===== src/srxef_pkg.sv =====
// Constants and types shared by the serial receive error flag block.
// Assumes a single 200 MHz clock and a byte-addressed AXI4-Lite port.
package srxef_pkg;

  // Clock and default line rate
  localparam int CLK_HZ = 32'h0BEB_C200;
  localparam int BAUD_RATE = 32'h0001_C200;
  localparam logic [15:0] DIV_RESET = 16'(CLK_HZ / BAUD_RATE);

  // Register byte offsets
  localparam logic [7:0] ADDR_CTRL = 8'h00;
  localparam logic [7:0] ADDR_DIV = 8'h04;
  localparam logic [7:0] ADDR_STAT = 8'h08;
  localparam logic [7:0] ADDR_RXDATA = 8'h0C;
  localparam logic [7:0] ADDR_TXDATA = 8'h10;

  // Control register fields
  localparam int CTRL_RX_ENABLE = 0;
  localparam int CTRL_TX_ENABLE = 1;
  localparam int CTRL_SYNC_MODE = 2;
  localparam int CTRL_TWO_STOP = 3;
  localparam int CTRL_RX_IRQ_EN = 4;
  localparam logic [7:0] CTRL_RESET = 8'h00;

  // Status register fields; flag i sits at STAT_FLAG_LSB + i
  localparam int STAT_FLAG_LSB = 4;
  localparam int FLAG_FRAMING = 0;
  localparam int FLAG_OVERRUN = 1;
  localparam int FLAG_RX_FULL = 2;
  localparam int NUM_FLAGS = 3;
  localparam int STAT_TX_SPACE = 7;
  localparam logic [2:0] FLAGS_RESET = 3'h0;

  // Bus responses
  localparam logic [1:0] RESP_OKAY = 2'h0;
  localparam logic [1:0] RESP_SLVERR = 2'h2;

  // Character and transmit buffer
  localparam int CHAR_W = 8;
  localparam int TX_FIFO_DEPTH = 16;
  localparam logic [2:0] LAST_BIT = 3'h7;

  typedef enum logic [2:0] {
    RX_IDLE = 3'h0,
    RX_START = 3'h1,
    RX_DATA = 3'h2,
    RX_STOP1 = 3'h3,
    RX_STOP2 = 3'h4
  } srxef_rx_state_t;

  typedef enum logic [1:0] {
    TX_IDLE = 2'h0,
    TX_START = 2'h1,
    TX_DATA = 2'h2,
    TX_STOP = 2'h3
  } srxef_tx_state_t;

endpackage : srxef_pkg


===== src/srxef_top.sv =====
// Serial port with receive error flags, reached over AXI4-Lite.
// Assumes rxd is already synchronous to aclk; one clock domain.
//
// Notes on behaviour
// - A reception ending while receive-full is set raises overrun.
// - On overrun the held receive data word is kept, not overwritten.
// - On overrun the newly received character is thrown away.
// - No new reception starts while the overrun flag is set.
// - In synchronous mode overrun also stops transmission until cleared.
// - Overrun clears only by reading it as one, then writing zero.
// - Dropping receive enable leaves the overrun flag as it was.
// - A zero first stop bit in asynchronous mode raises the framing flag if receive-full is clear.
// - With two stop bits only the first one is checked.
// - A framing error still loads the data word but not receive-full.
// - No new reception starts while the framing flag is set.
// - In clocked synchronous mode a framing flag also stops transmission.
// - Framing flag clears only by reading it as one, then writing zero.
// - Dropping receive enable leaves the framing flag as it was.
// - Writing one to an error flag has no effect; only zero clears.
// - Receive-full sets only when a reception ends normally and loads data.
//
// Decided for this implementation: the AXI4-Lite slave port and the placing of the registers.
`timescale 1ns/1ps
module srxef_top
  import srxef_pkg::*;
(
  // Clock and reset
  input wire logic aclk,
  input wire logic aresetn,
  // AXI4-Lite write address
  input wire logic awvalid,
  output logic awready,
  input wire logic [7:0] awaddr,
  // AXI4-Lite write data
  input wire logic wvalid,
  output logic wready,
  input wire logic [31:0] wdata,
  input wire logic [3:0] wstrb,
  // AXI4-Lite write response
  output logic bvalid,
  input wire logic bready,
  output logic [1:0] bresp,
  // AXI4-Lite read address
  input wire logic arvalid,
  output logic arready,
  input wire logic [7:0] araddr,
  // AXI4-Lite read data
  output logic rvalid,
  input wire logic rready,
  output logic [31:0] rdata,
  output logic [1:0] rresp,
  // Serial line
  input wire logic rxd,
  output logic txd,
  output logic sck_out,
  // Receive error interrupt request
  output logic rx_err_irq
);

  function automatic logic addr_mapped(input logic [7:0] a);
    return (a == ADDR_CTRL) || (a == ADDR_DIV) || (a == ADDR_STAT) ||
           (a == ADDR_RXDATA) || (a == ADDR_TXDATA);
  endfunction : addr_mapped

  logic [7:0] ctrl;
  logic [15:0] div;
  logic [NUM_FLAGS-1:0] flags;
  logic [NUM_FLAGS-1:0] armed;
  logic [NUM_FLAGS-1:0] flag_set;
  logic [NUM_FLAGS-1:0] flag_clr;
  logic [CHAR_W-1:0] rx_data_reg;

  logic rx_enable;
  logic tx_enable;
  logic sync_mode;
  logic two_stop;
  logic overrun_flag;
  logic framing_flag;
  logic rx_full_flag;
  logic any_error;

  assign rx_enable = ctrl[CTRL_RX_ENABLE];
  assign tx_enable = ctrl[CTRL_TX_ENABLE];
  assign sync_mode = ctrl[CTRL_SYNC_MODE];
  assign two_stop = ctrl[CTRL_TWO_STOP];
  assign overrun_flag = flags[FLAG_OVERRUN];
  assign framing_flag = flags[FLAG_FRAMING];
  assign rx_full_flag = flags[FLAG_RX_FULL];
  assign any_error = overrun_flag || framing_flag;

  // Write channel capture; address and data may come in either order
  logic aw_held;
  logic w_held;
  logic [7:0] aw_addr_q;
  logic [31:0] w_data_q;
  logic [3:0] w_strb_q;
  logic wr_go;
  logic wr_stall;
  logic stat_wr;
  logic stat_rd;
  logic fifo_in_valid;
  logic fifo_in_ready;

  // A full transmit buffer holds the write back rather than drop data
  assign wr_stall = (aw_addr_q == ADDR_TXDATA) && w_strb_q[0] &&
                    !fifo_in_ready;
  assign wr_go = aw_held && w_held && !bvalid && !wr_stall;
  assign fifo_in_valid = wr_go && (aw_addr_q == ADDR_TXDATA) && w_strb_q[0];
  assign stat_wr = wr_go && (aw_addr_q == ADDR_STAT) && w_strb_q[0];
  assign stat_rd = arvalid && arready && (araddr == ADDR_STAT);

  always_ff @(posedge aclk) begin
    if (!aresetn) begin
      aw_held <= 1'b0;
      awready <= 1'b0;
      aw_addr_q <= 8'h00;
    end else if (awvalid && awready) begin
      aw_held <= 1'b1;
      awready <= 1'b0;
      aw_addr_q <= awaddr;
    end else if (wr_go) begin
      aw_held <= 1'b0;
      awready <= 1'b0;
    end else begin
      awready <= !aw_held && !bvalid;
    end
  end

  always_ff @(posedge aclk) begin
    if (!aresetn) begin
      w_held <= 1'b0;
      wready <= 1'b0;
      w_data_q <= 32'h0000_0000;
      w_strb_q <= 4'h0;
    end else if (wvalid && wready) begin
      w_held <= 1'b1;
      wready <= 1'b0;
      w_data_q <= wdata;
      w_strb_q <= wstrb;
    end else if (wr_go) begin
      w_held <= 1'b0;
      wready <= 1'b0;
    end else begin
      wready <= !w_held && !bvalid;
    end
  end

  always_ff @(posedge aclk) begin
    if (!aresetn) begin
      bvalid <= 1'b0;
      bresp <= RESP_OKAY;
    end else if (wr_go) begin
      bvalid <= 1'b1;
      bresp <= addr_mapped(aw_addr_q) ? RESP_OKAY : RESP_SLVERR;
    end else if (bready) begin
      bvalid <= 1'b0;
    end
  end

  // Control and divisor; rx_enable has no path to clear the flags
  always_ff @(posedge aclk) begin
    if (!aresetn) begin
      ctrl <= CTRL_RESET;
      div <= DIV_RESET;
    end else if (wr_go) begin
      if (aw_addr_q == ADDR_CTRL && w_strb_q[0]) begin
        ctrl <= w_data_q[7:0];
      end
      if (aw_addr_q == ADDR_DIV) begin
        if (w_strb_q[0]) begin
          div[7:0] <= w_data_q[7:0];
        end
        if (w_strb_q[1]) begin
          div[15:8] <= w_data_q[15:8];
        end
      end
    end
  end

  // Read channel
  logic fifo_out_valid;
  logic [31:0] rd_word;

  always_comb begin
    rd_word = 32'h0000_0000;
    unique case (araddr)
      ADDR_CTRL: rd_word[7:0] = ctrl;
      ADDR_DIV: rd_word[15:0] = div;
      ADDR_STAT: begin
        rd_word[STAT_FLAG_LSB +: NUM_FLAGS] = flags;
        rd_word[STAT_TX_SPACE] = fifo_in_ready;
      end
      ADDR_RXDATA: rd_word[CHAR_W-1:0] = rx_data_reg;
      default: rd_word = 32'h0000_0000;
    endcase
  end

  always_ff @(posedge aclk) begin
    if (!aresetn) begin
      arready <= 1'b0;
      rvalid <= 1'b0;
      rdata <= 32'h0000_0000;
      rresp <= RESP_OKAY;
    end else if (arvalid && arready) begin
      arready <= 1'b0;
      rvalid <= 1'b1;
      rdata <= rd_word;
      rresp <= addr_mapped(araddr) ? RESP_OKAY : RESP_SLVERR;
    end else if (rvalid && rready) begin
      rvalid <= 1'b0;
    end else begin
      arready <= !rvalid;
    end
  end

  // Receive completion events from the two engines
  logic done_async;
  logic bad_stop_async;
  logic done_sync;
  logic [CHAR_W-1:0] shift_async;
  logic [CHAR_W-1:0] shift_sync;
  logic rx_done;
  logic rx_bad_stop;
  logic [CHAR_W-1:0] rx_word;
  logic rx_load;

  assign rx_done = done_async || done_sync;
  assign rx_bad_stop = done_async && bad_stop_async;
  assign rx_word = done_async ? shift_async : shift_sync;
  assign rx_load = rx_done && !rx_full_flag;
  assign flag_set[FLAG_OVERRUN] = rx_done && rx_full_flag;
  assign flag_set[FLAG_FRAMING] = rx_load && rx_bad_stop;
  assign flag_set[FLAG_RX_FULL] = rx_load && !rx_bad_stop;

  always_ff @(posedge aclk) begin
    if (!aresetn) begin
      rx_data_reg <= 8'h00;
    end else if (rx_load) begin
      rx_data_reg <= rx_word;
    end
  end

  // Each flag: armed by a read showing one, cleared by a later zero write
  generate
    for (genvar i = 0; i < NUM_FLAGS; i++) begin : g_flag
      assign flag_clr[i] = stat_wr && armed[i] &&
                           !w_data_q[STAT_FLAG_LSB + i];
      always_ff @(posedge aclk) begin
        if (!aresetn) begin
          flags[i] <= FLAGS_RESET[i];
        end else if (flag_set[i]) begin
          flags[i] <= 1'b1;
        end else if (flag_clr[i]) begin
          flags[i] <= 1'b0;
        end
      end
      always_ff @(posedge aclk) begin
        if (!aresetn) begin
          armed[i] <= 1'b0;
        end else if (stat_rd) begin
          armed[i] <= flags[i];
        end else if (stat_wr) begin
          armed[i] <= 1'b0;
        end
      end
    end
  endgenerate

  always_ff @(posedge aclk) begin
    if (!aresetn) begin
      rx_err_irq <= 1'b0;
    end else begin
      rx_err_irq <= ctrl[CTRL_RX_IRQ_EN] && any_error;
    end
  end

  // Asynchronous receiver
  srxef_rx_state_t rx_state;
  logic [15:0] rx_cnt;
  logic [2:0] rx_bit;
  logic [15:0] half_div;

  assign half_div = {1'b0, div[15:1]};

  always_ff @(posedge aclk) begin
    if (!aresetn) begin
      rx_state <= RX_IDLE;
      rx_cnt <= 16'h0000;
      rx_bit <= 3'h0;
      shift_async <= 8'h00;
      done_async <= 1'b0;
      bad_stop_async <= 1'b0;
    end else begin
      done_async <= 1'b0;
      if (!rx_enable || sync_mode) begin
        rx_state <= RX_IDLE;
      end else begin
        unique case (rx_state)
          RX_IDLE: begin
            if (!any_error && !rxd) begin
              rx_cnt <= half_div;
              rx_state <= RX_START;
            end
          end
          RX_START: begin
            if (rx_cnt == 16'h0000) begin
              rx_cnt <= div - 16'h0001;
              rx_bit <= 3'h0;
              rx_state <= rxd ? RX_IDLE : RX_DATA;
            end else begin
              rx_cnt <= rx_cnt - 16'h0001;
            end
          end
          RX_DATA: begin
            if (rx_cnt == 16'h0000) begin
              shift_async <= {rxd, shift_async[CHAR_W-1:1]};
              rx_cnt <= div - 16'h0001;
              rx_bit <= rx_bit + 3'h1;
              if (rx_bit == LAST_BIT) begin
                rx_state <= RX_STOP1;
              end
            end else begin
              rx_cnt <= rx_cnt - 16'h0001;
            end
          end
          RX_STOP1: begin
            if (rx_cnt == 16'h0000) begin
              done_async <= 1'b1;
              bad_stop_async <= !rxd;
              rx_cnt <= div - 16'h0001;
              rx_state <= two_stop ? RX_STOP2 : RX_IDLE;
            end else begin
              rx_cnt <= rx_cnt - 16'h0001;
            end
          end
          RX_STOP2: begin
            // Second stop bit is waited out but never judged
            if (rx_cnt == 16'h0000) begin
              rx_state <= RX_IDLE;
            end else begin
              rx_cnt <= rx_cnt - 16'h0001;
            end
          end
          default: rx_state <= RX_IDLE;
        endcase
      end
    end
  end

  // Transmit buffer
  logic [CHAR_W-1:0] fifo_out_data;
  logic fifo_out_ready;
  logic tx_start_ok;

  srxef_fifo #(
    .WIDTH(CHAR_W),
    .DEPTH(TX_FIFO_DEPTH)
  ) u_tx_fifo (
    .aclk(aclk),
    .aresetn(aresetn),
    .in_valid(fifo_in_valid),
    .in_ready(fifo_in_ready),
    .in_data(w_data_q[CHAR_W-1:0]),
    .out_valid(fifo_out_valid),
    .out_ready(fifo_out_ready),
    .out_data(fifo_out_data)
  );

  // Transmitter; in synchronous mode it also clocks the receive side
  srxef_tx_state_t tx_state;
  logic [15:0] tx_cnt;
  logic [2:0] tx_bit;
  logic [CHAR_W-1:0] tx_shift;
  logic tx_extra_stop;

  // An overrun raised this very cycle must hold off the next frame too
  assign tx_start_ok = tx_enable && fifo_out_valid &&
                       !(sync_mode && (any_error ||
                       flag_set[FLAG_OVERRUN]));
  assign fifo_out_ready = (tx_state == TX_IDLE) && tx_start_ok;

  always_ff @(posedge aclk) begin
    if (!aresetn) begin
      tx_state <= TX_IDLE;
      tx_cnt <= 16'h0000;
      tx_bit <= 3'h0;
      tx_shift <= 8'h00;
      tx_extra_stop <= 1'b0;
      txd <= 1'b1;
      sck_out <= 1'b1;
      shift_sync <= 8'h00;
      done_sync <= 1'b0;
    end else begin
      done_sync <= 1'b0;
      unique case (tx_state)
        TX_IDLE: begin
          if (fifo_out_ready) begin
            tx_shift <= fifo_out_data;
            tx_cnt <= div - 16'h0001;
            tx_bit <= 3'h0;
            tx_state <= sync_mode ? TX_DATA : TX_START;
            txd <= sync_mode ? fifo_out_data[0] : 1'b0;
            sck_out <= !sync_mode;
          end
        end
        TX_START: begin
          if (tx_cnt == 16'h0000) begin
            tx_cnt <= div - 16'h0001;
            txd <= tx_shift[0];
            tx_state <= TX_DATA;
          end else begin
            tx_cnt <= tx_cnt - 16'h0001;
          end
        end
        TX_DATA: begin
          if (sync_mode && tx_cnt == half_div) begin
            sck_out <= 1'b1;
            shift_sync <= {rxd, shift_sync[CHAR_W-1:1]};
          end
          if (tx_cnt == 16'h0000) begin
            tx_cnt <= div - 16'h0001;
            tx_bit <= tx_bit + 3'h1;
            tx_shift <= {1'b1, tx_shift[CHAR_W-1:1]};
            if (tx_bit == LAST_BIT) begin
              txd <= 1'b1;
              tx_extra_stop <= two_stop;
              // Synchronous frames have no stop bit; reception ends here
              tx_state <= sync_mode ? TX_IDLE : TX_STOP;
              done_sync <= sync_mode && rx_enable;
            end else begin
              txd <= tx_shift[1];
              sck_out <= !sync_mode;
            end
          end else begin
            tx_cnt <= tx_cnt - 16'h0001;
          end
        end
        TX_STOP: begin
          if (tx_cnt == 16'h0000) begin
            tx_cnt <= div - 16'h0001;
            tx_extra_stop <= 1'b0;
            if (!tx_extra_stop) begin
              tx_state <= TX_IDLE;
            end
          end else begin
            tx_cnt <= tx_cnt - 16'h0001;
          end
        end
        default: tx_state <= TX_IDLE;
      endcase
    end
  end

endmodule : srxef_top


===== src/srxef_fifo.sv =====
// Synchronous FIFO with valid/ready on both sides, registered read data.
// Assumes one clock; the drain side may stall for any time.
`timescale 1ns/1ps
module srxef_fifo #(
  parameter int WIDTH = 8,
  parameter int DEPTH = 16
) (
  // Clock and reset
  input wire logic aclk,
  input wire logic aresetn,
  // Fill side
  input wire logic in_valid,
  output logic in_ready,
  input wire logic [WIDTH-1:0] in_data,
  // Drain side
  output logic out_valid,
  input wire logic out_ready,
  output logic [WIDTH-1:0] out_data
);
  localparam int PW = $clog2(DEPTH);

  logic [WIDTH-1:0] mem [DEPTH];
  logic [PW-1:0] wr_ptr;
  logic [PW-1:0] rd_ptr;
  logic [PW:0] count;
  logic push;
  logic pop;

  assign in_ready = (count != (PW+1)'(DEPTH));
  assign push = in_valid && in_ready;
  // Refill the output register whenever it is empty or being taken
  assign pop = (count != '0) && (!out_valid || out_ready);

  always_ff @(posedge aclk) begin
    if (push) begin
      mem[wr_ptr] <= in_data;
    end
  end

  always_ff @(posedge aclk) begin
    if (!aresetn) begin
      wr_ptr <= '0;
      rd_ptr <= '0;
      count <= '0;
    end else begin
      if (push) begin
        wr_ptr <= (wr_ptr == PW'(DEPTH - 1)) ? '0 : wr_ptr + PW'(1);
      end
      if (pop) begin
        rd_ptr <= (rd_ptr == PW'(DEPTH - 1)) ? '0 : rd_ptr + PW'(1);
      end
      count <= count + (PW+1)'(push) - (PW+1)'(pop);
    end
  end

  always_ff @(posedge aclk) begin
    if (!aresetn) begin
      out_valid <= 1'b0;
      out_data <= '0;
    end else if (pop) begin
      out_valid <= 1'b1;
      out_data <= mem[rd_ptr];
    end else if (out_ready) begin
      out_valid <= 1'b0;
    end
  end

endmodule : srxef_fifo


===== config.mk =====
export PLATFORM = sky130hd
export DESIGN_NAME = srxef_top
export DESIGN_NICKNAME = d
export VERILOG_FILES = /design/src/srxef_pkg.sv /design/src/srxef_top.sv /design/src/srxef_fifo.sv
export SDC_FILE = /design/constraint.sdc
export NUM_CORES = 1
export LEC_CHECK = 0
export BUFFER_PORTS_ARGS = -buffer_cell sky130_fd_sc_hd__buf_2
export CAP_MARGIN = 20
export CORE_ASPECT_RATIO = 0.6
export CORE_MARGIN = 2
export CORE_UTILIZATION = 45
export CTS_CLUSTER_DIAMETER = 200
export DETAILED_ROUTE_END_ITERATION = 16
export GPL_TIMING_DRIVEN = 0
export HOLD_SLACK_MARGIN = 0.06
export SLEW_MARGIN = 20
export SYNTH_ARGS = -nofsm -noshare
export SYNTH_HDL_FRONTEND = slang
export SYNTH_HIERARCHICAL = 1
export SYNTH_SLANG_ARGS = --single-unit

===== constraint.sdc =====
create_clock -name aclk -period 4 [get_ports aclk]
set_input_delay 0.2 -clock aclk [delete_from_list [all_inputs] [get_ports aclk]]
set_output_delay 0.2 -clock aclk [all_outputs]
set_load 0.005 [all_outputs]

Word-level counts from Yosys, hierarchy flattened:

Memories as Yosys holds them, arrays and structs flattened. A register that Yosys moved wholly into a read port is not among the register bits.
Index checks and enable logic that the tools add are counted.

* bitwise gates (word level): 3
* mux-type cells: 78
* add/subtract/negate cells: 9
* reductions and logical operators: 112
* equal/unequal tests: 34

Operators by type and width (count)
* 16-bit 2-to-1 mux: 5
* 16-bit one-hot mux with 3 select lines: 1
* 16-bit by 1-bit subtractor with 16-bit output, second input constant: 3
* 1-bit logical AND: 38
* 1-bit 2-to-1 mux: 34
* 8-bit by 4-bit equality test with 1-bit output, second input constant: 4
* 16-bit zero test: 2
* 8-bit 2-to-1 mux: 4
* 16-bit one-hot mux with 2 select lines: 1
* 3-bit 2-to-1 mux: 10
* 2-bit != test, second input constant: 12
* 2-bit nonzero test: 12
* 2-bit 2-to-1 mux: 11
* 4-bit AND reduction: 5
* 1-bit zero test: 18
* 16-bit by 15-bit equality test with 1-bit output: 1
* 8-bit by 3-bit equality test with 1-bit output, second input constant: 2
* 8-bit by 5-bit equality test with 1-bit output, second input constant: 2
* 8-bit zero test: 2
* 4-bit one-hot mux with 4 select lines: 1
* 8-bit one-hot mux with 2 select lines: 1
* 3-bit one-hot mux with 5 select lines: 1
* 3-bit AND reduction: 5
* 3-bit OR reduction: 5
* 27 further kinds: 56

* output and inout bits: 44
* memories: 1
* flip-flop bits (word level): 179
* word-level logic and storage cells: 280
* input bits: 60
* memory bits (writable): 128

Memory list
* u_tx_fifo.mem: depth 16, bits a word 8, rd ports 1, clocked after memory_dff 1, wr ports 1, line srxef_fifo.sv:22 `logic [WIDTH-1:0] mem [DEPTH];`

Logic depth before layout (Yosys ltp):

Gate-level depths: netlist of run 1.

* depth after elaboration: 11
* gate-level depth with buffers: 17

By module:

The synthesis of run 1 kept the hierarchy.

By module, submodules not included
* srxef_top: instances 1, area an instance 8376.8 um^2, cells an instance 1013, sequential area each 3263.1 um^2
* srxef_fifo: instances 1, area an instance 6059.6 um^2, cells an instance 329, sequential area each 4284.1 um^2

Worst setup path after synthesis of run 1:

Ideal clock, no wire load.

* path kind: reg2reg
* start point: register aw_addr_q[5]
* end point: register u_tx_fifo.count[4]
* data required time: 3879 ps
* period minus slack after synthesis: 3330 ps
* data arrival time: 3209 ps
* path slack: 670 ps
* stages on the path, launching flop included: 16
* path through: dfxtp_1 -> or4_1 -> or2_1 -> nor4_1 -> and2_1 -> clkbuf_1 -> inv_1 -> ha_1 -> inv_1 -> ha_1 -> inv_1 -> fa_1 -> nand2b_1 -> a21oi_1 -> o21ai_0 -> nor3b_1

* cells in the longest elaborated chain, start to end: 10

RTL lines
* from (decl): line srxef_top.sv:94 `logic [7:0] aw_addr_q;`
* from (signal assigned): line srxef_top.sv:120 `aw_addr_q <= awaddr;`
* 8-bit by 5-bit equality test with 1-bit output *: line srxef_top.sv:105, srxef_top.sv:108
* 1-bit logical AND (2 in series): line srxef_top.sv:105 `assign wr_stall = (aw_addr_q == ADDR_TXDATA) && w_strb_q[0] &&`
* 1-bit zero test: line srxef_top.sv:107 `assign wr_go = aw_held && w_held && !bvalid && !wr_stall;`
* 1-bit logical AND: line srxef_top.sv:107
* 1-bit logical AND * (2 in series): line srxef_top.sv:108 `assign fifo_in_valid = wr_go && (aw_addr_q == ADDR_TXDATA) && w_strb_q[0];`
* via fifo_in_valid: line srxef_top.sv:101 `logic fifo_in_valid;`
* 1-bit logical AND *: line srxef_fifo.sv:30 `assign push = in_valid && in_ready;`
* 5-bit by 1-bit adder with 5-bit output *: line srxef_fifo.sv:52 `count <= count + (PW+1)'(push) - (PW+1)'(pop);`
* 5-bit by 1-bit subtractor with 5-bit output *: line srxef_fifo.sv:52
* to (signal assigned): line srxef_fifo.sv:52
* to (decl): line srxef_fifo.sv:25 `logic [PW:0] count;`

The timed path passes the listed nets; every way through them passes the cells marked *.
A chain may end at the register's enable or synchronous reset.

Worst setup path after layout of run 1:

Same ends and word-level chain as after synthesis.

==> results.md, run 1 <==
* Met1 Wirelength at 20600 um
* Row cnt at 50
* Layout cells sized above 1 at 15.9%
* Max-cap violation count at 0
* Int Power at 0.00587 W
* Max FFs per register at 128
* H-tree Lvls at 1
* Met3 wire len at 5200 um
* Pre-antenna DRT Iters at 5
* CTS tree: yes
* Global-route wire length before repair at 62700 um
* Hold_sp: awvalid
* Period utilization at 92.6%
* Sum of negative setup slack at 0 ps
* Post-synthesis register bit count at 313
* CP most frequent cell: inv_1
* Vias in the first global route at 10100
* Commonest non-fill, non-tap cells in the layout: 185 x dfxtp_1, 145 x nand2_1, 139 x nor2_1, 128 x edfxtp_1, 101 x a21oi_1
* Post-DP HPWL at 30400 um
* Area of the core at 31400 um^2
* Type of the worst min-delay path: in2reg
* Slew Limit Fails at 0
* Final core utilization at 53.3%
* WHS Path Cells at 4
* Final hold viol count at 0
* R2R depth at 14
* WHS Endpoint: aw_addr_q[0]$_SDFFE_PN0P_
* CTS root buffer: clkbuf_16
* Comb power frac at 20.1%
* I/O pin count at 104
* Sequential share of power at 43.3%
* Leading cell type in the layout, fill and taps excluded: dfxtp_1
* Synthesis-to-layout area growth at 16.1%
* FF-to-FF End: u_tx_fifo/count[4]$_SDFF_PN0_
* Sequential element share of the synthesized area at 52.3%
* EDFF count, synth at 128
* N_diodes at 0
* Post-Synthesis Cells at 1342
* VDD IR max at 0.378 mV
* Highest routed layer: met4
* Initial Utilization at 46.0%
* Clock sinks at 313
* Synth async-reset ratio at 0%
* Clock skew at 10.0 ps
* Die W at 235 um
* Tot GR Track Use at 24.9%
* WP data arrival at 4160 ps
* Psw at 0.00235 W
* Met2 wire length at 15200 um
* R2r startpoint: aw_addr_q[5]$_SDFFE_PN0P_
* Final Critical Period at 3710 ps
* I/O Buffers at 66
* Average cell area after synthesis at 10.8 um^2
* Worst path slowest cell: or4_1
* Vias/cell at 5.75
* Startpoint types: register
* Num CTS Buffers at 30
* Cell Chain, Critical Path: or4_1 -> or2_1 -> nor4_4 -> and2_1 -> inv_1 -> ha_1 -> inv_1 -> ha_1 -> inv_1 -> fa_1 -> nand2b_1 -> a21oi_1 -> o21ai_0 -> nor3b_1
* Netlist cell types at 89
* Most used DFF post-synth: dfxtp_1
* Pwr Density at 491 nW/um^2
* Hold WS at 112 ps
* Crit path max fanout at 7
* Crit path kind: reg2reg
* Syn. warnings at 6
* # setup viols final at 0
* Drt drc at 0
* Die area at 33600 um^2
* Worst slew pin tran at 1060 ps
* Clock group share of total power at 36.6%
* P_leak at 6.21 nW
* Max Fclk at 0.270 GHz
* Slowest stage delay, CP at 530 ps
* Largest reg by FF count: u_tx_fifo/mem
* Final global-route overflow total at 0
* Initial antenna violation count at 1
* Worst Path Buf+Inv at 3
* Longest Clk Path Bufs at 3
* Status: finished, final reports clean
* NumNets Final at 1571
* Slew HR at 29.0%
* Post-Route WL at 41800 um
* Pin count of the biggest net entering global routing at 21
* WL per Instance at 21.7 um
* Crit. End Element: register
* Post-route ant nets at 0
* DR vias at 11100
* R2R Setup Slk at 290 ps
* RSZ-0062 raised after global routing: no
* Syn Std Cell Area at 14400 um^2
* Clock latency on the worst-skew pair at 580 ps
* RePlAce Congestion at 0.949
* Initial DRC Count at 1158
* Chip Height at 143 um
* Clk slew on worst S/H paths at 60 ps
* Switch share at 28.6%
* Top delay family on crit path: simple AND/OR/NAND/NOR gates
* Worst endpoint required time at 4450 ps
-- worst max-delay path by stage --
stage	from	slack, ps	cells after the start	to
after global placement	u_tx_fifo/count[3]$_SDFF_PN0_	-150	17	u_tx_fifo/count[4]$_SDFF_PN0_
final	aw_addr_q[5]$_SDFFE_PN0P_	290	14	u_tx_fifo/count[4]$_SDFF_PN0_
after detailed placement	u_tx_fifo/count[2]$_SDFF_PN0_	-140	17	u_tx_fifo/count[4]$_SDFF_PN0_
after global routing	aw_addr_q[5]$_SDFFE_PN0P_	90	14	u_tx_fifo/count[4]$_SDFF_PN0_
after CTS	u_tx_fifo/count[2]$_SDFF_PN0_	20	17	u_tx_fifo/count[4]$_SDFF_PN0_
after floorplan	aw_addr_q[5]$_SDFFE_PN0P_	670	15	u_tx_fifo/count[4]$_SDFF_PN0_
-- synthesized netlist by cell type (11+ instances only) --
cell type	number	area share, %
mux4_2	25	3.9
o21ai_0	56	1.9
nand2_1	145	3.8
xor2_1	26	1.6
a22oi_1	19	0.99
a211oi_1	16	0.83
buf_2	16	0.55
mux4_1	11	2.0
nor2_1	139	3.6
nor3_1	36	1.2
buf_4	21	1.1
inv_1	33	0.86
edfxtp_1	128	27
mux2i_1	68	4.7
nor4_1	16	0.69
nand3_1	29	1.0
dfxtp_1	185	26
nand2b_1	13	0.56
clkbuf_1	50	1.3
ha_1	23	2.0
a21oi_1	101	3.5
-- per-layer routing --
layer  vias up  GRT usage (%)
met5         -              0
li1       5158              -
met3        54           8.43
met2       514           31.5
met1      5355           39.8
met4         0           5.23
-- final cells by class --
type,count,area [um^2]
Fill cell,2817,14700
Sequential cell,313,7550
Multi-Input combinational cell,904,6210
Clock buffer,39,846
Buffer,107,649
Timing Repair Buffer,97,641
Tap cell,416,520
Clock inverter,17,210
Inverter,34,128
-- what timing repair did --
| item | 4_1_cts | 5_1_grt |
|---|---|---|
| hold endpoints to repair | 34 | 0 |
| setup endpoints to repair | 1 | 1 |
| setup buffers | 0 | 0 |
| gates resized for setup | 1 | 2 |
| hold buffers | 31 | 0 |
-- cell families after synthesis --
logic type / Yosys count / share of synthesized area, %
compound gates: 269 / 11.8
buf+inv: 142 / 5.41
flops: 313 / 52.3
fa+ha+maj: 24 / 2.13
mux: 106 / 10.8
other cells: 1 / 0.0260
simple gates: 451 / 15.4
xor+xnor: 36 / 2.18
-- power by group through the flow --
stage,Sequential [W],Combinational [W],Clock (W)
6_report,0.00356,0.00165,0.00301
5_1_grt,0.00357,0.00182,0.00317
4_1_cts,0.00356,0.00163,0.00306
3_5_place_dp,0.00363,0.00160,0
3_3_place_gp,0.00362,0.00158,0
2_1_floorplan,0.00358,0.00119,0
-- stage by stage --
step | cell area, um^2 | instances | worst slack (ps) | power, W
global placement | 15400 | 1841 | -154 | 0.00520
CTS | 16700 | 1928 | 17.4 | 0.00825
global route | 16800 | 1927 | 89.4 | 0.00856
detailed placement | 15400 | 1841 | -135 | 0.00522
floorplan | 14500 | 1359 | 670 | 0.00477
finish | 16800 | 1927 | 295 | 0.00822
-- worst min-delay path, delay by kind of cell --
| kind | cells | cell delay (ps) |
|---|---|---|
| AOI/OAI and AO/OA | 1 | 50 |
| and+or+nand+nor | 2 | 300 |
| buffers and inverters | 1 | 80 |
(Power assumes the default switching activity.)
==> inputs of run 2 (changes only) <==
--- a/config.mk
+++ b/config.mk
@@ -11,9 +11,11 @@
 export CORE_MARGIN = 2
 export CORE_UTILIZATION = 45
 export CTS_CLUSTER_DIAMETER = 200
+export CTS_CLUSTER_SIZE = 8
 export DETAILED_ROUTE_END_ITERATION = 16
 export GPL_TIMING_DRIVEN = 0
 export HOLD_SLACK_MARGIN = 0.06
+export RECOVER_POWER = 100
 export SLEW_MARGIN = 20
 export SYNTH_ARGS = -nofsm -noshare
 export SYNTH_HDL_FRONTEND = slang
==> results.md, run 2 (same netlist as run 1, synthesis figures left out) <==
* Post-DP HPWL at 30400 um
* Pin count of the biggest net entering global routing at 21
* Vias in the first global route at 10300
* CP most frequent cell: inv_1
* I/O Buffers at 66
* Sequential share of power at 41.5%
* Clock sinks at 313
* DR vias at 11100
* Chip Height at 143 um
* P_leak at 6.11 nW
* Hold WS at 103 ps
* Crit path kind: reg2reg
* Clock skew at 13.1 ps
* Final worst slack at 333 ps
* Slew HR at -0.0818%
* Commonest non-fill, non-tap cells in the layout: 185 x dfxtp_1, 147 x nand2_1, 139 x nor2_1, 128 x edfxtp_1, 102 x a21oi_1
* Die W at 235 um
* Psw at 0.00244 W
* Period utilization at 91.7%
* Leading cell type in the layout, fill and taps excluded: dfxtp_1
* Post-Route WL at 42300 um
* WP data arrival at 4090 ps
* Longest Clk Path Bufs at 3
* Type of the worst min-delay path: in2reg
* RePlAce Congestion at 0.949
* Area of the core at 31400 um^2
* Global-route wire length before repair at 63600 um
* Initial DRC Count at 1150
* Row cnt at 50
* I/O pin count at 104
* N_diodes at 0
* Busiest grt layer: met1
* Worst endpoint required time at 4420 ps
* Sum of negative setup slack at 0 ps
* Post-place setup slack at -135 ps
* Pre-antenna DRT Iters at 5
* NumNets Final at 1585
* Pwr Total at 0.00860 W
* WL per Instance at 21.8 um
* Max-cap violation count at 1
* Clock group share of total power at 39.6%
* Cell Chain, Critical Path: or4_1 -> or2_1 -> nor4_4 -> and2_1 -> inv_1 -> ha_1 -> inv_1 -> ha_1 -> inv_1 -> fa_1 -> nand2b_1 -> a21oi_1 -> o21ai_0 -> nor3b_1
* Final core utilization at 53.4%
* Slew Limit Fails at 1
* H-tree Lvls at 2
* Clk slew on worst S/H paths at 50 ps
* Layout cells sized above 1 at 12.4%
* Startpoint types: register
* Tot GR Track Use at 25.4%
* Postcts setup bufs at 0
* Die area at 33600 um^2
* Failing checks: max-capacitance violations, max-slew violations
* Max FFs per register at 128
* # setup viols final at 0
* Clock latency on the worst-skew pair at 540 ps
* Max Fclk at 0.273 GHz
* Met3 Use GR at 8.14%
* Initial antenna violation count at 1
* Status: complete, but fails checks
* Post-route ant nets at 0
* VDD IR max at 0.266 mV
* Final hold viol count at 0
* Pwr Density at 513 nW/um^2
* Crit path max fanout at 7
* Met1 Resource Use GR at 40.8%
* Switch share at 28.4%
* Num CTS Buffers at 45
* Final Critical Period at 3670 ps
* Slowest stage delay, CP at 540 ps
* Worst slew pin tran at 1480 ps
* Drt drc at 0
* Synthesis-to-layout area growth at 16.2%
* CTS root buffer: clkbuf_16
* Comb power frac at 19.0%
* Crit. End Element: register
* Int Power at 0.00616 W
* Initial Utilization at 46.0%
* Final global-route overflow total at 0
* Worst path slowest cell: or4_1
* CTS tree: yes
* Largest reg by FF count: u_tx_fifo/mem
* Met2 usage at 31.9%
* Vias/cell at 5.73
* RSZ-0062 raised after global routing: no
-- run 2: power groups by stage --
stage          registers (W)  logic, W  clock network [W]
5_1_grt              0.00358   0.00179            0.00361
3_3_place_gp         0.00362   0.00158                  0
3_5_place_dp         0.00363   0.00160                  0
4_1_cts              0.00356   0.00163            0.00346
6_report             0.00357   0.00163            0.00340
2_1_floorplan        0.00358   0.00119                  0
-- run 2: layout make-up --
type                    instances  area, um^2
repair buffers                 96         606
clock buffers                  63        1190
flip-flops and latches        313        7550
clock inverters                 3        55.1
inverters                      34         128
plain buffers                 107         608
well taps                     416         520
fillers                      2822       14600
multi-input cells             904        6120
-- run 2: metrics by stage --
step / area, um^2 / std cells
CTS: 16900 / 1937
floorplan: 14500 / 1359
global route: 16800 / 1936
finish: 16800 / 1936
global placement: 15400 / 1841
detailed placement: 15400 / 1841
-- run 2: worst max-delay path: cells and delay by family (launching register included) --
kind | cells | cell delay [ps]
AOI/OAI and AO/OA | 2 | 260
adders and majority gates | 3 | 880
buffers and inverters | 3 | 310
DFF | 1 | 300
and+or+nand+nor | 6 | 1780
-- run 2: worst paths after layout --
| check | startpoint | to | slack [ps] | depth (start not counted) |
|---|---|---|---|---|
| min | araddr[4] | rresp[1]$_SDFFE_PN0P_ | 100 | 5 |
| min reg2reg | w_data_q[15]$_SDFFE_PN0P_ | w_data_q[15]$_SDFFE_PN0P_ | 450 | 2 |
| max | aw_addr_q[5]$_SDFFE_PN0P_ | u_tx_fifo/count[4]$_SDFF_PN0_ | 330 | 14 |
| max reg2reg | aw_addr_q[5]$_SDFFE_PN0P_ | u_tx_fifo/count[4]$_SDFF_PN0_ | 330 | 14 |
-- run 2: timing repair --
action,CTS,global route
hold endpoints to repair,33,0
resized for setup,1,2
endpoints found under the setup margin,1,1
hold buffers,30,0
-- run 2: routing by layer --
layer,up-vias,share of wire [%]
met5,-,0
met4,0,1.5
met3,48,12
met2,513,36
met1,5363,50
li1,5178,-
